===== config.mk =====
export PLATFORM = sky130hd
export DESIGN_NAME = rcesm_bank
export DESIGN_NICKNAME = d
export VERILOG_FILES = /design/src/rtl/rcesm_pkg.sv /design/src/rtl/rcesm_sticky_reg.sv /design/src/rtl/rcesm_bank.sv
export SDC_FILE = /design/constraint.sdc
export NUM_CORES = 1
export LEC_CHECK = 0
export ABC_AREA = 1
export BUFFER_PORTS_ARGS = -buffer_cell sky130_fd_sc_hd__buf_2
export CAP_MARGIN = 10
export CORE_MARGIN = 2
export CORE_UTILIZATION = 47
export DETAILED_ROUTE_END_ITERATION = 8
export PLACE_DENSITY_LB_ADDON = 0.12
export SETUP_SLACK_MARGIN = 0.05
export SYNTH_ARGS = -nofsm -noshare
export SYNTH_HDL_FRONTEND = slang
export SYNTH_SLANG_ARGS = --single-unit

===== constraint.sdc =====
create_clock -name sys_clk -period 1.5 [get_ports sys_clk]
set_clock_uncertainty 0.2 [all_clocks]
set_input_delay 0.075 -clock sys_clk [delete_from_list [all_inputs] [get_ports sys_clk]]
set_output_delay 0.075 -clock sys_clk [all_outputs]
set_load 0.01 [all_outputs]

===== src/rtl/rcesm_pkg.sv =====
// Purpose: constants for the ram ecc error status and mask bank
// Assumes: byte addresses of configuration space, 32-bit registers
// Notes: shared by the bank and its sticky register leaf
package rcesm_pkg;
  // ----------------------------------------------------------------
  // register offsets
  // ----------------------------------------------------------------
  localparam logic [11:0] CORR_STATUS_OFS = 12'h700; // correctable status
  localparam logic [11:0] CORR_MASK_OFS = 12'h704; // correctable mask
  localparam logic [11:0] UNC_STATUS_OFS = 12'h708; // uncorrectable status
  localparam logic [11:0] UNC_MASK_OFS = 12'h70c; // uncorrectable mask
  // ----------------------------------------------------------------
  // implemented bits and reset values
  // ----------------------------------------------------------------
  localparam logic [31:0] CORR_STATUS_BITS = 32'h000ff1c5; // bits 0,2,6-8,12-19
  localparam logic [31:0] CORR_MASK_BITS = 32'h000ff1c7; // plus test bit 1
  localparam logic [31:0] UNC_BITS = 32'h000ff1c4; // bits 2,6-8,12-19
  localparam logic [31:0] CORR_MASK_RST = 32'h000ff1c7; // all masks default 1
  localparam logic [31:0] UNC_MASK_RST = 32'h000ff1c4; // all masks default 1
  localparam logic [31:0] STATUS_RST = 32'h00000000; // status clear
  // ----------------------------------------------------------------
  // station header bit positions and leading ports
  // ----------------------------------------------------------------
  localparam int HDR_BIT_STN0 = 8; // header ram of station 0
  localparam int HDR_BIT_STN4 = 12; // header ram of station 4
  localparam int HDR_BIT_STN5 = 13; // header ram of station 5
  localparam logic [2:0] STN0 = 3'h0; // station numbers
  localparam logic [2:0] STN4 = 3'h4;
  localparam logic [2:0] STN5 = 3'h5;
  localparam logic [4:0] LEAD_PORT0 = 5'h00; // station-leading ports
  localparam logic [4:0] LEAD_PORT16 = 5'h10;
  localparam logic [4:0] LEAD_PORT20 = 5'h14;
endpackage : rcesm_pkg


===== src/rtl/rcesm_sticky_reg.sv =====
// Purpose: sticky write-one-to-clear status vector
// Assumes: rst is the power-on or fundamental reset only
// Notes: a set in the clearing cycle wins
`timescale 1ns/1ns
module rcesm_sticky_reg (
  input wire logic sys_clk,
  input wire logic rst,
  input wire logic [31:0] setBits,
  input wire logic [31:0] clrBits,
  input wire logic [31:0] implBits,
  output logic [31:0] status
);
  import rcesm_pkg::*;
  // ----------------------------------------------------------------
  // next value
  // ----------------------------------------------------------------
  wire logic [31:0] next_status = ((status & ~clrBits) | setBits) & implBits; // set wins
  // state update
  always_ff @(posedge sys_clk) begin
    if (rst) begin
      status <= STATUS_RST;
    end else begin
      status <= next_status;
    end
  end
endmodule : rcesm_sticky_reg


===== src/rtl/rcesm_bank.sv =====
// Purpose: ram ecc error status and mask registers with message request
// Assumes: configuration accesses are single-cycle strobes on sys_clk
// Notes: rst is fundamental reset; hot and link resets never reach here
//
// Functional notes
// egress port checks ecc, its station reports
// remote ram error flags ingress station bit
// link list 2-bit errors set bits 2,6,7
// header 2-bit errors set bits 8,12,13
// queue link list errors set 14,15,18
// retry, ingress list, data ram: 16,17,19
// status sticky, write one clears, resets 0
// uncorrectable mask one suppresses, defaults one
// correctable mask bits writable, default one
// mask bit 1 test; uncorrectable 1:0 zero
// reachable at leading ports or management port
// legacy non_transparent: via virtual interface
// message only when uncorrectable mask clear; the code also requests one for an unmasked correctable status bit
// message needs internal error status set
// fatal/nonfatal need their reporting enables
// correctable status set by soft errors, w1c
// bit 0 completion fifo overflow, mask one
// sticky fields survive hot and link resets
// reserved bits read zero, writes ignored
`timescale 1ns/1ns
module rcesm_bank (
  input wire logic sys_clk,
  input wire logic rst,
  input wire logic cfgWrEn,
  input wire logic cfgRdEn,
  input wire logic [11:0] cfgAddr,
  input wire logic [3:0] cfgByteEn,
  input wire logic [31:0] cfgWrData,
  output logic [31:0] cfgRdData,
  output logic cfgRdValid,
  input wire logic virtSwitchMode,
  input wire logic fromMgmtPort,
  input wire logic fromNtVirtual,
  input wire logic leadPortIsNt,
  input wire logic [4:0] portNum,
  input wire logic [31:0] corrEvent,
  input wire logic [31:0] uncEvent,
  input wire logic remoteHdrErr,
  input wire logic [2:0] remoteStation,
  input wire logic uncIntErrStatus,
  input wire logic intErrFatal,
  input wire logic fatalReportEn,
  input wire logic nonFatalReportEn,
  output logic errFatalMsg,
  output logic errNonFatalMsg
);
  import rcesm_pkg::*;
  // ----------------------------------------------------------------
  // decode helpers
  // ----------------------------------------------------------------
  // byte enables to a bit mask
  function automatic logic [31:0] laneMask(input logic [3:0] be);
    laneMask = {{8{be[3]}}, {8{be[2]}}, {8{be[1]}}, {8{be[0]}}};
  endfunction : laneMask
  // register hit with access route check
  function automatic logic hit(input logic [11:0] a, input logic [11:0] ofs,
                               input logic ok);
    hit = ok && (a == ofs);
  endfunction : hit
  // ----------------------------------------------------------------
  // access route
  // ----------------------------------------------------------------
  wire logic isLeadPort = (portNum == LEAD_PORT0) || (portNum == LEAD_PORT16) ||
                          (portNum == LEAD_PORT20); // station-leading port
  wire logic baseOk = isLeadPort && (leadPortIsNt ? fromNtVirtual : !fromNtVirtual);
  wire logic routeOk = virtSwitchMode ? fromMgmtPort : baseOk;
  // ----------------------------------------------------------------
  // write decode
  // ----------------------------------------------------------------
  wire logic [31:0] wrBits = cfgWrData & laneMask(cfgByteEn); // enabled data bits
  wire logic wrCorrSts = cfgWrEn && hit(cfgAddr, CORR_STATUS_OFS, routeOk);
  wire logic wrCorrMsk = cfgWrEn && hit(cfgAddr, CORR_MASK_OFS, routeOk);
  wire logic wrUncSts = cfgWrEn && hit(cfgAddr, UNC_STATUS_OFS, routeOk);
  wire logic wrUncMsk = cfgWrEn && hit(cfgAddr, UNC_MASK_OFS, routeOk);
  wire logic [31:0] corrClr = wrCorrSts ? wrBits : 32'h00000000;
  wire logic [31:0] uncClr = wrUncSts ? wrBits : 32'h00000000;
  // ----------------------------------------------------------------
  // event sources
  // ----------------------------------------------------------------
  // remote ram error lands on the bit of the ingress station
  logic [31:0] remoteBits; // one-hot remote station bit
  always_comb begin
    remoteBits = 32'h00000000;
    if (remoteHdrErr) begin
      case (remoteStation)
        STN0: remoteBits[HDR_BIT_STN0] = 1'b1;
        STN4: remoteBits[HDR_BIT_STN4] = 1'b1;
        STN5: remoteBits[HDR_BIT_STN5] = 1'b1;
        default: remoteBits = 32'h00000000; // no such station
      endcase
    end
  end
  // local egress checks plus remote reads, both reported here
  wire logic [31:0] uncSet = (uncEvent | remoteBits) & UNC_BITS;
  wire logic [31:0] corrSet = corrEvent & CORR_STATUS_BITS;
  // ----------------------------------------------------------------
  // sticky status registers
  // ----------------------------------------------------------------
  logic [31:0] corrStatus; // correctable status
  logic [31:0] uncStatus; // uncorrectable status
  rcesm_sticky_reg uCorrSts (
    .sys_clk(sys_clk),
    .rst(rst),
    .setBits(corrSet),
    .clrBits(corrClr),
    .implBits(CORR_STATUS_BITS),
    .status(corrStatus)
  );
  rcesm_sticky_reg uUncSts (
    .sys_clk(sys_clk),
    .rst(rst),
    .setBits(uncSet),
    .clrBits(uncClr),
    .implBits(UNC_BITS),
    .status(uncStatus)
  );
  // ----------------------------------------------------------------
  // mask registers
  // ----------------------------------------------------------------
  logic [31:0] corrMask; // correctable mask
  logic [31:0] uncMask; // uncorrectable mask
  wire logic [31:0] laneSel = laneMask(cfgByteEn); // written lanes
  wire logic [31:0] next_corrMask = wrCorrMsk ?
    (((corrMask & ~laneSel) | wrBits) & CORR_MASK_BITS) : corrMask;
  wire logic [31:0] next_uncMask = wrUncMsk ?
    (((uncMask & ~laneSel) | wrBits) & UNC_BITS) : uncMask;
  // only the fundamental reset restores defaults
  always_ff @(posedge sys_clk) begin
    if (rst) begin
      corrMask <= CORR_MASK_RST;
      uncMask <= UNC_MASK_RST;
    end else begin
      corrMask <= next_corrMask;
      uncMask <= next_uncMask;
    end
  end
  // ----------------------------------------------------------------
  // read path
  // ----------------------------------------------------------------
  wire logic [31:0] rdMux =
    hit(cfgAddr, CORR_STATUS_OFS, routeOk) ? corrStatus :
    hit(cfgAddr, CORR_MASK_OFS, routeOk) ? corrMask :
    hit(cfgAddr, UNC_STATUS_OFS, routeOk) ? uncStatus :
    hit(cfgAddr, UNC_MASK_OFS, routeOk) ? uncMask : 32'h00000000;
  // registered read data, one cycle after the strobe
  always_ff @(posedge sys_clk) begin
    if (rst) begin
      cfgRdData <= 32'h00000000;
      cfgRdValid <= 1'b0;
    end else begin
      cfgRdData <= cfgRdEn ? rdMux : 32'h00000000;
      cfgRdValid <= cfgRdEn;
    end
  end
  // ----------------------------------------------------------------
  // message request
  // ----------------------------------------------------------------
  wire logic unmaskedAny = (|(uncStatus & ~uncMask)) || (|(corrStatus & ~corrMask));
  wire logic reportable = unmaskedAny && uncIntErrStatus;
  logic reportPrev; // reportable last cycle
  wire logic reportRise = reportable && !reportPrev; // new reportable error
  // one pulse per new reportable condition
  always_ff @(posedge sys_clk) begin
    if (rst) begin
      reportPrev <= 1'b0;
      errFatalMsg <= 1'b0;
      errNonFatalMsg <= 1'b0;
    end else begin
      reportPrev <= reportable;
      errFatalMsg <= reportRise && intErrFatal && fatalReportEn;
      errNonFatalMsg <= reportRise && !intErrFatal && nonFatalReportEn;
    end
  end
  // ----------------------------------------------------------------
  // checks
  // ----------------------------------------------------------------
  AST_SET_WINS: assert property (@(posedge sys_clk) disable iff (rst)
    uncSet[HDR_BIT_STN0] |=> uncStatus[HDR_BIT_STN0])
    else $error("uncorrectable status bit lost its event");
  AST_W1C: assert property (@(posedge sys_clk) disable iff (rst)
    (uncClr[HDR_BIT_STN4] && !uncSet[HDR_BIT_STN4]) |=> !uncStatus[HDR_BIT_STN4])
    else $error("write one did not clear status");
  AST_HOLD: assert property (@(posedge sys_clk) disable iff (rst)
    (uncStatus[2] && !uncClr[2]) |=> uncStatus[2])
    else $error("status bit dropped without clear");
  AST_REMOTE: assert property (@(posedge sys_clk) disable iff (rst)
    (remoteHdrErr && remoteStation == STN5) |=> uncStatus[HDR_BIT_STN5])
    else $error("remote station error not flagged");
  AST_MASK_RST: assert property (@(posedge sys_clk)
    $past(rst) |-> (uncMask == UNC_MASK_RST && corrMask == CORR_MASK_RST))
    else $error("mask reset value wrong");
  AST_RSVD: assert property (@(posedge sys_clk) disable iff (rst)
    ((uncStatus | uncMask) & ~UNC_BITS) == 32'h00000000)
    else $error("reserved bit set");
  AST_MASKED_QUIET: assert property (@(posedge sys_clk) disable iff (rst)
    (!unmaskedAny) |=> !(errFatalMsg || errNonFatalMsg))
    else $error("message from masked error");
  AST_NEED_INT: assert property (@(posedge sys_clk) disable iff (rst)
    (errFatalMsg || errNonFatalMsg) |-> $past(uncIntErrStatus))
    else $error("message without internal error status");
  AST_FATAL_EN: assert property (@(posedge sys_clk) disable iff (rst)
    (reportRise && intErrFatal && fatalReportEn) |=> errFatalMsg ##1 !errFatalMsg)
    else $error("fatal message not a single pulse");
  AST_ROUTE: assert property (@(posedge sys_clk) disable iff (rst)
    (cfgRdEn && !routeOk) |=> (cfgRdValid && cfgRdData == 32'h00000000))
    else $error("refused route returned data");
  AST_NONFATAL_EN: assert property (@(posedge sys_clk) disable iff (rst)
    (reportRise && !intErrFatal && nonFatalReportEn) |=> errNonFatalMsg ##1 !errNonFatalMsg)
    else $error("non-fatal message not a single pulse");
  AST_NO_ENABLE: assert property (@(posedge sys_clk) disable iff (rst)
    (!fatalReportEn && !nonFatalReportEn) |=> !(errFatalMsg || errNonFatalMsg))
    else $error("message sent with reporting disabled");
  AST_CORR_SET: assert property (@(posedge sys_clk) disable iff (rst)
    corrSet[14] |=> corrStatus[14])
    else $error("correctable status bit lost its event");
  AST_MASK_HOLD: assert property (@(posedge sys_clk) disable iff (rst)
    !wrUncMsk |=> $stable(uncMask))
    else $error("uncorrectable mask changed without a write");
endmodule : rcesm_bank


**Word-level counts from Yosys, hierarchy flattened**

Index checks and enable logic that the tools add are counted.
W data, S select, Z words.

- Bits in registers: 87
- Bits in latches: 0
- Bits in writable memories: 0
- Bits in read-only memories: 0
- Bits of input ports: 133
- Output and inout port bits: 35
- Word-level logic and storage cells: 73
- Memories: 0

- Add/sub/neg operators: 0
- Multipliers: 0
- Divide/modulo/power cells: 0
- Order comparisons: 0
- Eq/ne operators: 8
- Shift-type cells: 0
- Mux-type cells: 12
- Bitwise gates (word level): 18
- Reduce and logical (&&, ||, !) cells: 26

Operators with widths:

| cell | count |
|---|---|
| $and A20 B20 Y20 | 5 |
| $or A20 B20 Y20 | 5 |
| $mux W20 | 4 |
| $and A20 B32 Y32 | 2 |
| $mux W32 | 2 |
| $not A20 Y32 | 2 |
| $reduce_or A32 Y1 | 2 |
| $not A20 Y20 | 3 |
| $eq A12 B11 Y1 const B | 4 |
| $logic_and A1 B1 Y1 | 15 |
| $mux W14 | 1 |
| $eq A5 B5 Y1 const B | 2 |
| $eq A3 B3 Y1 const B | 2 |
| $logic_not A5 Y1 | 1 |
| $mux W1 | 5 |
| $logic_not A1 Y1 | 3 |
| $logic_not A3 Y1 | 1 |
| $logic_or A1 B1 Y1 | 3 |
| $reduce_or A2 Y1 | 1 |
| $not A1 Y1 | 1 |

**Longest topological paths before layout**

- Word-level depth: 11
- Depth in mapped cells: 10
- Mapped depth without buffers: 9

**Modules after synthesis**

A second synthesis with hierarchy kept.

- Cell total of the unflattened synthesis: 1064
- Area total of the unflattened synthesis: 6769.0 um2

By module, submodules not included:

| module | times used | cells an instance | area an instance (um2) | seq. area each (um2) |
|---|---|---|---|---|
| rcesm_bank | 1 | 672 | 3891.2 | 1241.2 |
| rcesm_sticky_reg | 2 | 196 | 1438.9 | 640.6 |

**Worst setup path before layout**

No wires, ideal clock.

- Path type: input port to flip-flop
- From: input cfgAddr[5]
- To: register (tool-made name)
- Setup time: 134 ps
- Arrival time: 997 ps
- Data required time: 1166 ps
- Setup slack: 170 ps
- Cell stages on the path: 8
- Buffers on the path: 0
- Cells stage by stage: nor2_2 -> nand2_2 -> nor3_4 -> nand2_2 -> nor2_4 -> nand2_1 -> nand2_1 -> nand3_1

RTL lines:

| item | line | RTL |
|---|---|---|
| start, declared | rcesm_bank.sv:31 | `input wire logic [11:0] cfgAddr,` |

**Worst setup path in the final report**

- From: input uncEvent[8]
- To: register uUncSts.status[8]

- Word-level cells in the longest chain between the ends: 2

RTL lines:

| item | line | RTL |
|---|---|---|
| start, declared | rcesm_bank.sv:42 | `input wire logic [31:0] uncEvent,` |
| $or A20 B20 Y20 | rcesm_bank.sv:99 | `wire logic [31:0] uncSet = (uncEvent \| remoteBits) & UNC_BITS;` |
| $or A20 B20 Y20 | rcesm_sticky_reg.sv:17 | `wire logic [31:0] next_status = ((status & ~clrBits) \| setBits) & implBits;` |
| end signal, assigned | rcesm_sticky_reg.sv:23 | `status <= next_status;` |
| end, declared | rcesm_sticky_reg.sv:11 | `output logic [31:0] status` |

Every way passes these cells.
A chain may end at the register's enable or synchronous reset.

==> impl_metrics.json <==
{
  "final_area_sq_mm": 0.00504,
  "endpoint_kind": "flip-flop",
  "wirelength_um": 10700,
  "grt_pass1_vias": 3827,
  "pwr-share-clk_pct": 38.1,
  "setup_viol": 0,
  "crit_arrival_ns": 1.43,
  "ys_seq_area_share_pct": 37.4,
  "final_core_util_pct": 65.6,
  "holdWs_ns": -0.0344,
  "hpwl_um": 7230,
  "grt_max_degree": 30,
  "power.leakage_nw": 2.74,
  "clock-root-buffer": "clkbuf_8",
  "pwr_density_cell_mw_per_mm2": 779,
  "ys_ff_latch": 69,
  "cts.htree.levels": 3,
  "path_class": "in2reg",
  "drive_above_1_share_pct": 23.7,
  "dpl_cell_area_sq_mm": 0.00424,
  "p_switching_mw": 1.04,
  "clock_latency_ns": 0.35,
  "first_pass_iters": 5,
  "grt-ovfl-total": 0,
  "required_ns": 1.52,
  "portBuffers": 91,
  "drc": 0,
  "vdd_drop_max_mv": 0.613,
  "core_area_sq_mm": 0.00769,
  "synth_top_area_cell": "dfxtp_1",
  "layout_commonest_cell": "nand2_1",
  "placementRows": 32,
  "internal_power_mw": 2.88,
  "numCtsBuffers": 9,
  "netlist_area_sq_mm": 0.00370,
  "critPathLaunchType": "input port",
  "grtUsageTotal_pct": 25.9,
  "synthTopCellsByArea": "dfxtp_1, nand2_1, nand3_1, inv_1, buf_4",
  "total_power_mw": 3.93,
  "rr_worst_depth": 9,
  "clk_pin_slew_ns": 0.07,
  "fin_setup_tns_ns": 0,
  "timing.final.crit_share_pct": 94.2,
  "wl_per_cell_um": 13.0,
  "first_iter_violations": 174,
  "syn_area_per_cell_sq_um": 6.64,
  "die-area_sq_mm": 0.00859,
  "nets": 849,
  "die_h_um": 92.7,
  "synth.top_cell.area_share_pct": 37.4,
  "rsz0062_at_grt": "yes",
  "grt_antenna_before_repair": 0,
  "dieWidth_um": 92.7,
  "drv_slew": 0,
  "finalHoldViolCount": 1,
  "drv_cap": 0,
  "via_count": 3997,
  "grt_first_pass_wirelength_um": 17600,
  "yosys_warnings": 0,
  "viasPerCell": 4.86,
  "cts_sinks": 69,
  "ant_nets": 0,
  "antenna_cells": 0,
  "post_synth_num_cell_types": 29,
  "area_growth_pct": 36.4,
  "layout_common_cells": "nand2_1, buf_2, inv_1",
  "outcome": "complete, but fails checks",
  "gp_congestion": 0.898,
  "cts_buffer_depth": 2,
  "p_comb_share_pct": 13.0,
  "swShare_pct": 26.6,
  "r2r_slack_ns": 0.12,
  "start_util_pct": 48.1,
  "seqPwrFrac_pct": 48.9,
  "boundaryPins": 168,
  "synth_cells": 557,
  "max_freq_mhz": 708,
  "cts_tree": "yes",
  "min_path_type": "in2reg",
  "violations": "hold timing",
  "path_max_fanout": 1,
  "fin_crit_ns": 1.41,
  "holdPathStages": 4
}
worst max-delay path: stages:
cell and delay [ns]:
dlygate4sd3_1 0.53, buf_2 0.13, a21oi_2 0.08, dlygate4sd3_1 0.55, a21oi_1 0.07
stage by stage:
stage	std cells	setup WS (ns)	hold WS (ns)
6_report	823	0.0868	-0.0344
5_1_grt	823	0.0215	0.0263
4_1_cts	816	0.0606	0.0201
3_5_place_dp	746	-0.256	0.114
3_3_place_gp	746	-0.264	0.107
2_1_floorplan	574	0.170	-0.00431
per-layer routing:
| metal | track usage [%] | wire length [um] | part of all wire [%] | vias up |
|---|---|---|---|---|
| li1 | - | - | - | 2054 |
| met1 | 33.7 | 4780 | 45 | 1778 |
| met2 | 44.3 | 5120 | 48 | 148 |
| met3 | 4.31 | 642 | 6.0 | 17 |
| met4 | 7.72 | 179 | 1.7 | 0 |
| met5 | 0 | 0 | 0 | - |
cells in the mapped netlist:
| master | n |
|---|---|
| nand2_1 | 150 |
| inv_1 | 77 |
| dfxtp_1 | 69 |
| nand3_1 | 59 |
| nor2_1 | 43 |
| a21oi_1 | 28 |
| nand4_1 | 26 |
| o21ai_0 | 24 |
| buf_4 | 23 |
| clkbuf_1 | 7 |
| o21ai_1 | 7 |
| buf_2 | 6 |
| nand2_2 | 6 |
| buf_6 | 4 |
| nor2_4 | 4 |
| nor2_2 | 3 |
| nor3_2 | 3 |
| o22ai_1 | 3 |
| buf_1 | 2 |
| nand3_2 | 2 |
| nor3_1 | 2 |
| nor3_4 | 2 |
| a31oi_1 | 1 |
| clkbuf_2 | 1 |
| conb_1 | 1 |
| inv_2 | 1 |
| nand2_4 | 1 |
| o2111ai_1 | 1 |
| o21ai_4 | 1 |
final timing paths:
path | startpoint | to
setup / recovery | uncEvent[8] | uUncSts.status[8]$_SDFF_PP0_
hold / removal | remoteStation[0] | uUncSts.status[12]$_SDFF_PP0_
setup reg to reg | flip-flop | errNonFatalMsg$_SDFF_PP0_
hold reg to reg | flip-flop | flip-flop
cell type report:
class	count	area, sq um
Inverter	78	293
Clock inverter	6	63.8
Fill cell	732	2640
Clock buffer	10	128
Sequential cell	69	1390
Timing Repair Buffer	174	1230
Multi-Input combinational cell	384	1810
Tap cell	102	128
logic make-up (layout without fill, tap and decap cells):
family | after synthesis | after routing | share of synthesized area (%)
and+or+nand+nor | 301 | 301 | 37.5
buffers and inverters | 121 | 268 | 15.7
DFF | 69 | 69 | 37.4
AOI/OAI and AO/OA | 65 | 65 | 9.34
other | 1 | 18 | 0.101
power by group through the flow:
stage               combinational [mW]  sequential (mW)  clock, mW
floorplan                        0.262             1.95          0
global placement                 0.385             1.96          0
detailed placement               0.393             1.96          0
CTS                              0.500             1.92       1.52
global route                     0.568             1.93       1.60
finish                           0.511             1.92       1.49
timing repair:
item	CTS	global route
pin swaps	2	5
hold buffers	54	0
buffers inserted	0	8
hold endpoints to repair	58	0
setup endpoints to repair	2	22
gates resized for setup	2	14
Note: power is estimated with default switching activity, not from simulation.
